===== src/rtl/rbpc_pkg.sv =====
// constants shared by the registered buffer with parity check
package rbpc_pkg;

  // ----------------------------------------------------------------
  // data path widths
  // ----------------------------------------------------------------
  localparam int DATA_W = 28;
  localparam int HOLD_W = 2;

  // ----------------------------------------------------------------
  // covered bits per layout (bit n sits at index n-1)
  // ----------------------------------------------------------------
  localparam logic [27:0] COVER_A_MASK = 28'hFFF0F5F;
  localparam logic [27:0] COVER_B_MASK = 28'hFAF0FFF;

  // ----------------------------------------------------------------
  // rank select positions within the input word, per layout
  // ----------------------------------------------------------------
  localparam int A_SEL0_IDX = 13;
  localparam int A_SEL1_IDX = 12;
  localparam int B_SEL0_IDX = 14;
  localparam int B_SEL1_IDX = 15;

  // ----------------------------------------------------------------
  // reset and reset values
  // ----------------------------------------------------------------
  localparam logic [27:0] DATA_RST = 28'h0000000;
  localparam logic ERR_LVL_RST = 1'b1;

  // ----------------------------------------------------------------
  // timing
  // ----------------------------------------------------------------
  localparam int CLK_PERIOD_NS = 50;
  // receiver wake-up time after reset release
  localparam int RX_EN_NS = 100;
  localparam int RX_EN_CYC_RAW =
    (RX_EN_NS + CLK_PERIOD_NS - 1) / CLK_PERIOD_NS;
  localparam int RX_EN_CYC = (RX_EN_CYC_RAW < 1) ? 1 : RX_EN_CYC_RAW;
  localparam logic [3:0] RX_EN_CNT = 4'(RX_EN_CYC);
  // error flag least low time, in clock cycles
  localparam int ERR_HOLD_CYC = 2;
  localparam logic [1:0] HOLD_AFTER_ERR = 2'(ERR_HOLD_CYC - 1);
  localparam logic [1:0] HOLD_AFTER_LPM = 2'(ERR_HOLD_CYC);

endpackage


===== src/rtl/rbpc_sync.sv =====
// two-stage synchroniser for static straps and reset release
`timescale 1ns/1ps
module rbpc_sync
  import rbpc_pkg::*;
#(
  parameter int W = 1
) (
  // clock and resets
  input wire logic sys_clk_i,
  input wire logic sys_rst_i,
  input wire logic arst_n_i,
  // data
  input wire logic [W-1:0] d_i,
  output logic [W-1:0] q_o
);

  logic [W-1:0] meta_ff;
  logic [W-1:0] q_ff;

  // ----------------------------------------------------------------
  // first stage feeds only the second stage
  // ----------------------------------------------------------------
  always_ff @(posedge sys_clk_i or negedge arst_n_i) begin
    if (!arst_n_i) begin
      meta_ff <= '0;
      q_ff <= '0;
    end else if (sys_rst_i) begin
      meta_ff <= '0;
      q_ff <= '0;
    end else begin
      meta_ff <= d_i;
      q_ff <= meta_ff;
    end
  end

  assign q_o = q_ff;

endmodule


===== src/rtl/rbpc_parity.sv =====
// parity of the covered input bits for the selected layout
`timescale 1ns/1ps
module rbpc_parity
  import rbpc_pkg::*;
(
  // input word and layout
  input wire logic [DATA_W-1:0] data_i,
  input wire logic mode_i,
  // odd-count flag of covered bits
  output logic odd_o
);

  logic [DATA_W-1:0] mask_w;

  // ----------------------------------------------------------------
  // per-rank bits are simply absent from both masks
  // ----------------------------------------------------------------
  assign mask_w = mode_i ? COVER_B_MASK : COVER_A_MASK;
  assign odd_o = ^(data_i & mask_w);

endmodule


===== src/rtl/rbpc_top.sv =====
// registered 28-bit 1:2 buffer with delayed even-parity check
// ----------------------------------------------------------------
// ----------------------------------------------------------------
`timescale 1ns/1ps
module rbpc_top
  import rbpc_pkg::*;
(
  // clock and resets
  input wire logic sys_clk_i,
  input wire logic sys_rst_i,
  input wire logic dev_reset_n_i,
  // straps
  input wire logic pinout_mode_i,
  input wire logic cs_gate_enable_i,
  // controller side
  input wire logic [DATA_W-1:0] buffered_inputs_i,
  input wire logic parity_in_i,
  // dram side
  output logic [DATA_W-1:0] buffered_outputs_a_o,
  output logic [DATA_W-1:0] buffered_outputs_b_o,
  // open-drain error flag
  output logic parity_error_n_o,
  output logic parity_error_n_oe_o,
  // status
  output logic low_power_mode_o
);

  // ----------------------------------------------------------------
  // declarations
  // ----------------------------------------------------------------
  logic [1:0] strap_s;
  logic mode_s;
  logic gate_en_s;
  logic rx_rel_s;
  logic [3:0] rx_cnt_ff;
  logic rx_on_ff;
  logic [DATA_W-1:0] q_a_ff;
  logic [DATA_W-1:0] q_b_ff;
  logic par_d_ff;
  logic vld_d_ff;
  logic err_ff;
  logic lvl_ff;
  logic oe_ff;
  logic [HOLD_W-1:0] hold_ff;
  logic lpm_ff;
  logic odd_w;
  logic sel0_n_w;
  logic sel1_n_w;
  logic rank_idle_w;
  logic gate_q_w;
  logic cap_w;
  logic load_q_w;
  logic par_bad_w;
  logic rst_w;
  logic [HOLD_W-1:0] nxt_hold;
  logic nxt_lvl;

  // ----------------------------------------------------------------
  // straps and reset release
  // ----------------------------------------------------------------
  // the layout strap is static; a change mid-run only moves the
  // covered set and the rank select positions at the next synchronised edge
  rbpc_sync #(.W(2)) u_strap_sync (
    .sys_clk_i(sys_clk_i),
    .sys_rst_i(sys_rst_i),
    .arst_n_i(dev_reset_n_i),
    .d_i({cs_gate_enable_i, pinout_mode_i}),
    .q_o(strap_s)
  );

  // release of the pin reset is brought in through two stages
  rbpc_sync #(.W(1)) u_rel_sync (
    .sys_clk_i(sys_clk_i),
    .sys_rst_i(sys_rst_i),
    .arst_n_i(dev_reset_n_i),
    .d_i(1'b1),
    .q_o(rx_rel_s)
  );

  assign mode_s = strap_s[0];
  assign gate_en_s = strap_s[1];
  assign rst_w = sys_rst_i || !dev_reset_n_i;

  // ----------------------------------------------------------------
  // decode
  // ----------------------------------------------------------------
  assign sel0_n_w = mode_s ? buffered_inputs_i[B_SEL0_IDX]
                           : buffered_inputs_i[A_SEL0_IDX];
  assign sel1_n_w = mode_s ? buffered_inputs_i[B_SEL1_IDX]
                           : buffered_inputs_i[A_SEL1_IDX];
  // receivers off means no select is trusted yet
  assign rank_idle_w = rx_on_ff && sel0_n_w && sel1_n_w;
  assign gate_q_w = gate_en_s && rank_idle_w;
  assign cap_w = rx_on_ff;
  assign load_q_w = cap_w && !gate_q_w;
  assign par_bad_w = vld_d_ff && (par_d_ff ^ parity_in_i);

  rbpc_parity u_parity (
    .data_i(buffered_inputs_i),
    .mode_i(mode_s),
    .odd_o(odd_w)
  );

  // ----------------------------------------------------------------
  // receiver enable delay
  // ----------------------------------------------------------------
  // holds the register cleared for a short time after release so
  // outputs cannot glitch while receivers settle
  always_ff @(posedge sys_clk_i or negedge dev_reset_n_i) begin
    if (!dev_reset_n_i) begin
      rx_cnt_ff <= RX_EN_CNT;
      rx_on_ff <= 1'b0;
    end else if (sys_rst_i) begin
      rx_cnt_ff <= RX_EN_CNT;
      rx_on_ff <= 1'b0;
    end else if (rx_rel_s && !rx_on_ff) begin
      rx_cnt_ff <= rx_cnt_ff - 4'h1;
      rx_on_ff <= (rx_cnt_ff == 4'h1);
    end
  end

  // ----------------------------------------------------------------
  // data register, duplicated onto both banks
  // ----------------------------------------------------------------
  always_ff @(posedge sys_clk_i or negedge dev_reset_n_i) begin
    if (!dev_reset_n_i) begin
      q_a_ff <= DATA_RST;
      q_b_ff <= DATA_RST;
    end else if (sys_rst_i) begin
      q_a_ff <= DATA_RST;
      q_b_ff <= DATA_RST;
    end else if (load_q_w) begin
      q_a_ff <= buffered_inputs_i;
      q_b_ff <= buffered_inputs_i;
    end
  end

  // ----------------------------------------------------------------
  // parity pipeline
  // ----------------------------------------------------------------
  // stage 1 keeps the covered-bit parity of the word just taken;
  // stage 2 folds in the late parity bit one cycle later
  always_ff @(posedge sys_clk_i or negedge dev_reset_n_i) begin
    if (!dev_reset_n_i) begin
      par_d_ff <= 1'b0;
      vld_d_ff <= 1'b0;
      err_ff <= 1'b0;
    end else if (sys_rst_i) begin
      par_d_ff <= 1'b0;
      vld_d_ff <= 1'b0;
      err_ff <= 1'b0;
    end else begin
      par_d_ff <= odd_w;
      vld_d_ff <= cap_w;
      err_ff <= par_bad_w;
    end
  end

  // ----------------------------------------------------------------
  // error flag hold logic
  // ----------------------------------------------------------------
  always_comb begin
    nxt_lvl = lvl_ff;
    nxt_hold = hold_ff;
    if (rank_idle_w) begin
      // frozen; a low flag owes two more cycles after wake-up
      if (!lvl_ff) begin
        nxt_hold = HOLD_AFTER_LPM;
      end
    end else if (err_ff) begin
      nxt_lvl = 1'b0;
      nxt_hold = HOLD_AFTER_ERR;
    end else if (hold_ff != '0) begin
      nxt_lvl = 1'b0;
      nxt_hold = hold_ff - 2'h1;
    end else begin
      nxt_lvl = 1'b1;
    end
  end

  always_ff @(posedge sys_clk_i or negedge dev_reset_n_i) begin
    if (!dev_reset_n_i) begin
      lvl_ff <= ERR_LVL_RST;
      oe_ff <= 1'b0;
      hold_ff <= '0;
      lpm_ff <= 1'b0;
    end else if (sys_rst_i) begin
      lvl_ff <= ERR_LVL_RST;
      oe_ff <= 1'b0;
      hold_ff <= '0;
      lpm_ff <= 1'b0;
    end else begin
      lvl_ff <= nxt_lvl;
      oe_ff <= !nxt_lvl;
      hold_ff <= nxt_hold;
      lpm_ff <= rank_idle_w;
    end
  end

  // ----------------------------------------------------------------
  // outputs
  // ----------------------------------------------------------------
  assign buffered_outputs_a_o = q_a_ff;
  assign buffered_outputs_b_o = q_b_ff;
  assign parity_error_n_o = lvl_ff;
  assign parity_error_n_oe_o = oe_ff;
  assign low_power_mode_o = lpm_ff;
endmodule


===== config.mk =====
export PLATFORM = sky130hd
export DESIGN_NAME = rbpc_top
export DESIGN_NICKNAME = d
export VERILOG_FILES = /design/src/rtl/rbpc_pkg.sv /design/src/rtl/rbpc_sync.sv /design/src/rtl/rbpc_parity.sv /design/src/rtl/rbpc_top.sv
export SDC_FILE = /design/constraint.sdc
export NUM_CORES = 1
export LEC_CHECK = 0
export BUFFER_PORTS_ARGS = -buffer_cell sky130_fd_sc_hd__buf_2
export CORE_ASPECT_RATIO = 0.7
export CORE_MARGIN = 3
export CORE_UTILIZATION = 45
export DETAILED_ROUTE_END_ITERATION = 16
export PLACE_DENSITY = 0.76
export SLEW_MARGIN = 20
export SYNTH_ARGS = -nofsm -noshare
export SYNTH_HDL_FRONTEND = slang
export SYNTH_HIERARCHICAL = 1
export SYNTH_SLANG_ARGS = --single-unit

===== constraint.sdc =====
create_clock -name sys_clk_i -period 1.48 [get_ports sys_clk_i]
set_input_delay 0.296 -clock sys_clk_i [delete_from_list [all_inputs] [get_ports sys_clk_i]]
set_output_delay 0.296 -clock sys_clk_i [all_outputs]
set_load 0.01 [all_outputs]

-- After elaboration in Yosys (flattened, before gate mapping)
Index checks and enable logic that the tools add are counted.
- register bits after elaboration: 47
- input bits: 34
- logic and storage cells: 62
- $add $sub $neg: 2
- eq/ne operators: 2
- multiplexer cells: 27
- bitwise gates (word level): 2
- reduce and logical (&&, ||, !) cells: 15
- operator list (cell ; number):
    two-way mux 28 bit ; 2
    AND 28 bit ; 1
    XOR reduction 28 bit ; 1
    two-way mux 23 bit ; 1
    two-way mux 1 bit ; 15
    two-way mux 2 bit ; 7
    two-way mux 4 bit ; 2
    logical AND 1 bit ; 6
    nonzero test 2 bit ; 3
    == test 4 x 1 -> 1 bit (second input constant) ; 1
    nonzero test 4 bit ; 1
    subtractor 4 x 1 -> 4 bit (second input constant) ; 1
    logical NOT 1 bit ; 3
    != test 3 bit (second input constant) ; 1
    AND reduction 2 bit ; 1
    subtractor 2 x 1 -> 2 bit (second input constant) ; 1
    XOR 1 bit ; 1

-- Logic depth before layout (Yosys ltp)
- depth after elaboration: 8
- gate-level depth with buffers: 5
- mapped depth without buffers: 5

-- By module
The synthesis kept the hierarchy.
- by module, submodules not included (module ; times used ; cells an instance ; area each (um^2) ; sequential area each (um^2)):
    rbpc_top ; 1 ; 215 ; 2307.2 ; 1028.5
    rbpc_parity ; 1 ; 22 ; 207.7 ; 0.0
    rbpc_sync (u_strap_sync) ; 1 ; 8 ; 125.1 ; 100.1
    rbpc_sync (u_rel_sync) ; 1 ; 4 ; 62.6 ; 50.0

-- Least setup slack after synthesis
No wires, ideal clock.
- kind: reg2reg
- from: register u_strap_sync.q_ff[0] (netlist: u_strap_sync/q_o[0])
- to: register q_b_ff[0] (netlist: buffered_outputs_b_o[0])
- arrival: 1.344 ns
- setup slack: 0.056 ns
- cell stages (with the launch flop): 6
- period minus slack after synthesis: 1.424 ns
- path through: dfrtp_1 and4_1 a311oi_2 buf_6 buf_12 mux2i_1
- cells in the longest elaborated chain, start to end: 7
- elaborated cells between the ends (all ways): 8
- ends and longest elaborated chain (element ; line ; source):
    start: declaration ; rbpc_sync.sv:18 ; logic [W-1:0] q_ff;
    start signal: assignment ; rbpc_sync.sv:32 ; q_ff <= meta_ff;
    two-way mux 1 bit ; rbpc_top.sv:87 ; assign sel0_n_w = mode_s ? buffered_inputs_i[B_SEL0_IDX]
    logical AND 1 bit ; rbpc_top.sv:92 ; assign rank_idle_w = rx_on_ff && sel0_n_w && sel1_n_w;
    logical AND 1 bit * ; rbpc_top.sv:92 ;
    logical AND 1 bit * ; rbpc_top.sv:93 ; assign gate_q_w = gate_en_s && rank_idle_w;
    logical NOT 1 bit * ; rbpc_top.sv:95 ; assign load_q_w = cap_w && !gate_q_w;
    logical AND 1 bit * ; rbpc_top.sv:95 ;
    nonzero test 2 bit (no line) * ; -- ;
    end signal: assignment ; rbpc_top.sv:134 ; q_b_ff <= buffered_inputs_i;
    end: declaration ; rbpc_top.sv:38 ; logic [DATA_W-1:0] q_b_ff;
Every way passes the cells marked *; elsewhere a longest branch is shown, timed or not.
A chain may end at the register's enable or synchronous reset.

-- Final worst setup path
- from: register hold_ff[0]
- to: register hold_ff[0]
- cells in the longest elaborated chain, start to end: 5
- elaborated cells between the ends (all ways): 8
- ends and longest elaborated chain (element ; line ; source):
    start: declaration ; rbpc_top.sv:44 ; logic [HOLD_W-1:0] hold_ff;
    start signal: assignment ; rbpc_top.sv:195 ; hold_ff <= nxt_hold;
    subtractor 2 x 1 -> 2 bit ; rbpc_top.sv:175 ; nxt_hold = hold_ff - 2'h1;
    two-way mux 2 bit ; rbpc_top.sv:173 ; end else if (hold_ff != '0) begin
    two-way mux 2 bit ; rbpc_top.sv:170 ; end else if (err_ff) begin
    two-way mux 2 bit ; rbpc_top.sv:165 ; if (rank_idle_w) begin
    two-way mux 2 bit ; rbpc_top.sv:187 ; end else if (sys_rst_i) begin
Several ways; a longest one is shown, not always the timed one. The select of a mux whose other input is x is not followed.

==> impl_metrics.env <==
export IMPL_status="finished, final reports clean"
export IMPL_h_tree_depth=2
export IMPL_die_h_um=70.8
export IMPL_arrival_ns=1.67
export IMPL_async_flop_share_pct=100
export IMPL_ios=93
export IMPL_placementRows=22
export IMPL_hold_depth=2
export IMPL_antenna_found_initial=0
export IMPL_design_area_um2=3330
export IMPL_synthAdderAreaFrac_pct=1.39
export IMPL_ir_drop_v=0.000374
export IMPL_path_clk_slew_ns=0.08
export IMPL_place_area_um2=3130
export IMPL_setup_viol=0
export IMPL_place_gp_congestion=0.743
export IMPL_synth_simple_area_share_pct=19.9
export IMPL_clockBufferDepth=2
export IMPL_clock_latency_ns=0.29
export IMPL_port_buffers=92
export IMPL_tns_ns=0
export IMPL_grt_max_degree=28
export IMPL_synth_seq_cells=47
export IMPL_rsz0062_at_grt="yes"
export IMPL_synth_distinct_cells=41
export IMPL_slew_violations=0
export IMPL_coreArea_um2=5510
export IMPL_routedWlPerCell_um=14.4
export IMPL_cts_made_buffers=5
export IMPL_drt_pass1_iterations=4
export IMPL_synthMuxAreaShare_pct=10.7
export IMPL_nNetsFinal=369
export IMPL_synth_edf_count=0
export IMPL_drc_errors=0
export IMPL_ys_warn_count=6
export IMPL_power_density_nw_per_um2=887
export IMPL_hold_ws_ns=0.218
export IMPL_synth_area_per_cell_um2=10.9
export IMPL_multi_input_area_um2=1230
export IMPL_synth_seq_area_share_pct=43.6
export IMPL_wl_mm=5.84
export IMPL_rr_worst_depth=5
export IMPL_synth_xor_area_share_pct=8.29
export IMPL_dieArea_um2=6990
export IMPL_drt_iter0_drc=68
export IMPL_final_seq_area_um2=1180
export IMPL_synthesis_nets=286
export IMPL_vias_per_cell=4.71
export IMPL_grt_pass1_wl_mm=9.16
export IMPL_fp_dieW_um=98.6
export IMPL_ctsRootBufferMaster="clkbuf_8"
export IMPL_synth_top_family_by_area="simple AND/OR/NAND/NOR gates"
export IMPL_hold_violations=0
export IMPL_cts_tree="yes"
export IMPL_path_max_fanout=4
export IMPL_gr_total_overflow=0
export IMPL_fin_skew_ns=0.00368
export IMPL_hpwlAfterDp_mm=4.14
export IMPL_grt_usage_pct=16.7
export IMPL_vias=1909
export IMPL_crit_path_end_kind="register"
export IMPL_start_kind="register"
export IMPL_drive_above_1_share_pct=39.9
export IMPL_ant_nets=0
export IMPL_ys_flop_type="dfrtp_1"
export IMPL_syn2layout_area_growth_pct=23.3
export IMPL_leakage_uw=0.00165
export IMPL_fin_crit_sh_pct=97.8
export IMPL_p_total_uw=2960
export IMPL_critPathKind="reg2reg"
export IMPL_synthesis_area_um2=2700
export IMPL_fill_cells=476
export IMPL_synth_top_cell_by_area="dfrtp_1"
export IMPL_maxCapViolCount=0
export IMPL_initial_core_util_pct=49.1
export IMPL_diodes=0
export IMPL_synth_area_top_cells="dfrtp_1 42%, nand2b_1 13%, mux2i_1 11%, buf_4 7.8%, xnor2_1 5.8%"
export IMPL_crit_required_ns=1.70
export IMPL_max_freq_mhz=691
export IMPL_hold_path_class="in2reg"
export IMPL_period_minus_slack_ns=1.45
export IMPL_syn_instance_count=249
export IMPL_synth_top_cell_area_share_pct=41.7
export IMPL_grt_pass1_vias=1861
export IMPL_synth_compound_area_share_pct=4.12
export IMPL_numClockSinks=47
[flip-flops by register name, indices dropped and copies added, names as in the netlist]
| register | flops |
|---|---|
| u_strap_sync/meta_ff | 2 |
| vld_d_ff | 1 |
| buffered_outputs_b_o | 28 |
| hold_ff | 2 |
| parity_error_n_oe_o | 1 |
| cap_w | 1 |
| low_power_mode_o | 1 |
| u_rel_sync/q_o | 1 |
| u_strap_sync/q_o | 2 |
| err_ff | 1 |
| par_d_ff | 1 |
| u_rel_sync/meta_ff | 1 |
| rx_cnt_ff | 4 |
| parity_error_n_o | 1 |
[final timing paths]
| path | start | endpoint | slack [ns] |
|---|---|---|---|
| worst max-delay path | hold_ff[0] | hold_ff[0] | 0.03 |
| worst min-delay path | cs_gate_enable_i | u_strap_sync/meta_ff[1] | 0.22 |
| worst max register to register | hold_ff[0] | hold_ff[0] | 0.03 |
| worst min register to register | u_rel_sync/meta_ff | u_rel_sync/q_o | 0.48 |
| max in group asynchronous | dev_reset_n_i | parity_error_n_o | 0.73 |
| min in group asynchronous | dev_reset_n_i | buffered_outputs_b_o[8] | 0.50 |
[power by group]
group	total [uW]	leakage, uW	internal [uW]	switching [uW]
sequential	1400	0.000639	1360	46.1
combinational	716	0.000960	412	304
clock	836	0.0000515	427	409
total	2960	0.00165	2200	759
[cell usage after synthesis, types with 2 or more instances]
| master | number |
|---|---|
| a311o_1 | 2 |
| or3_1 | 2 |
| buf_12 | 2 |
| xor2_1 | 5 |
| ha_1 | 3 |
| xnor2_1 | 18 |
| nand2b_1 | 58 |
| clkbuf_1 | 7 |
| dfstp_2 | 2 |
| buf_4 | 28 |
| a21oi_1 | 3 |
| mux2i_1 | 29 |
| o211ai_1 | 2 |
| inv_1 | 6 |
| nor2_1 | 5 |
| dfrtp_1 | 45 |
| nor2b_1 | 8 |
[critical path, stage by stage (launching register included)]
cell	delay, ns
dfrtp_1	0.40
inv_1	0.06
ha_2	0.18
or2_4	0.24
a311o_1	0.35
a21oi_1	0.15
[cell usage in the layout, fill, tap and decap left out, types with 3 or more instances in the layout]
cell type	count
nor2b_1	8
a21oi_1	3
nor2_1	5
buf_12	3
dfrtp_1	44
buf_4	17
nand2b_1	58
buf_2	92
mux2i_1	28
clkbuf_8	7
inv_1	6
xnor2_1	17
xor2_1	5
[through the flow]
stage	utilization [%]	setup slack (ns)	std cells
5_1_grt	60.5	-0.0371	405
4_1_cts	59.8	0.00745	402
6_report	60.5	0.0322	405
3_5_place_dp	56.9	-0.197	390
2_1_floorplan	-	0.0564	249
3_3_place_gp	56.9	-0.228	390
[cells by family after synthesis]
family | after synthesis
compound gates | 14
xor+xnor | 24
fa+ha+maj | 3
buf+inv | 46
flops | 47
mux | 29
other cells | 1
simple gates | 85
[repair_timing]
action                     CTS  global route
setup buffers                2             3
hold endpoints to repair    45             0
gates resized for setup      4             6
cloned                       1             1
pin swaps                    2             3
hold buffers                 1             0
setup endpoints to repair   32            23
[cell type report]
cell class / instances / area share, %
clock buffer: 8 / 3.00
inverter: 6 / 0.676
multi-input combinational: 156 / 37.0
sequential: 47 / 35.4
tap: 72 / 2.70
timing repair buffer: 116 / 21.2
[per-layer routing]
layer  vias to the layer above  share of wire [%]  routed length (um)  track usage, %
met4                         0               0.31                  18            3.64
li1                        951                  -                   -               -
met2                        61                 44                2540            25.2
met5                         -                  0                   0               0
met3                         4                6.4                 374            3.84
met1                       893                 50                2900            24.5
Note: power is estimated with default switching activity, not from simulation.
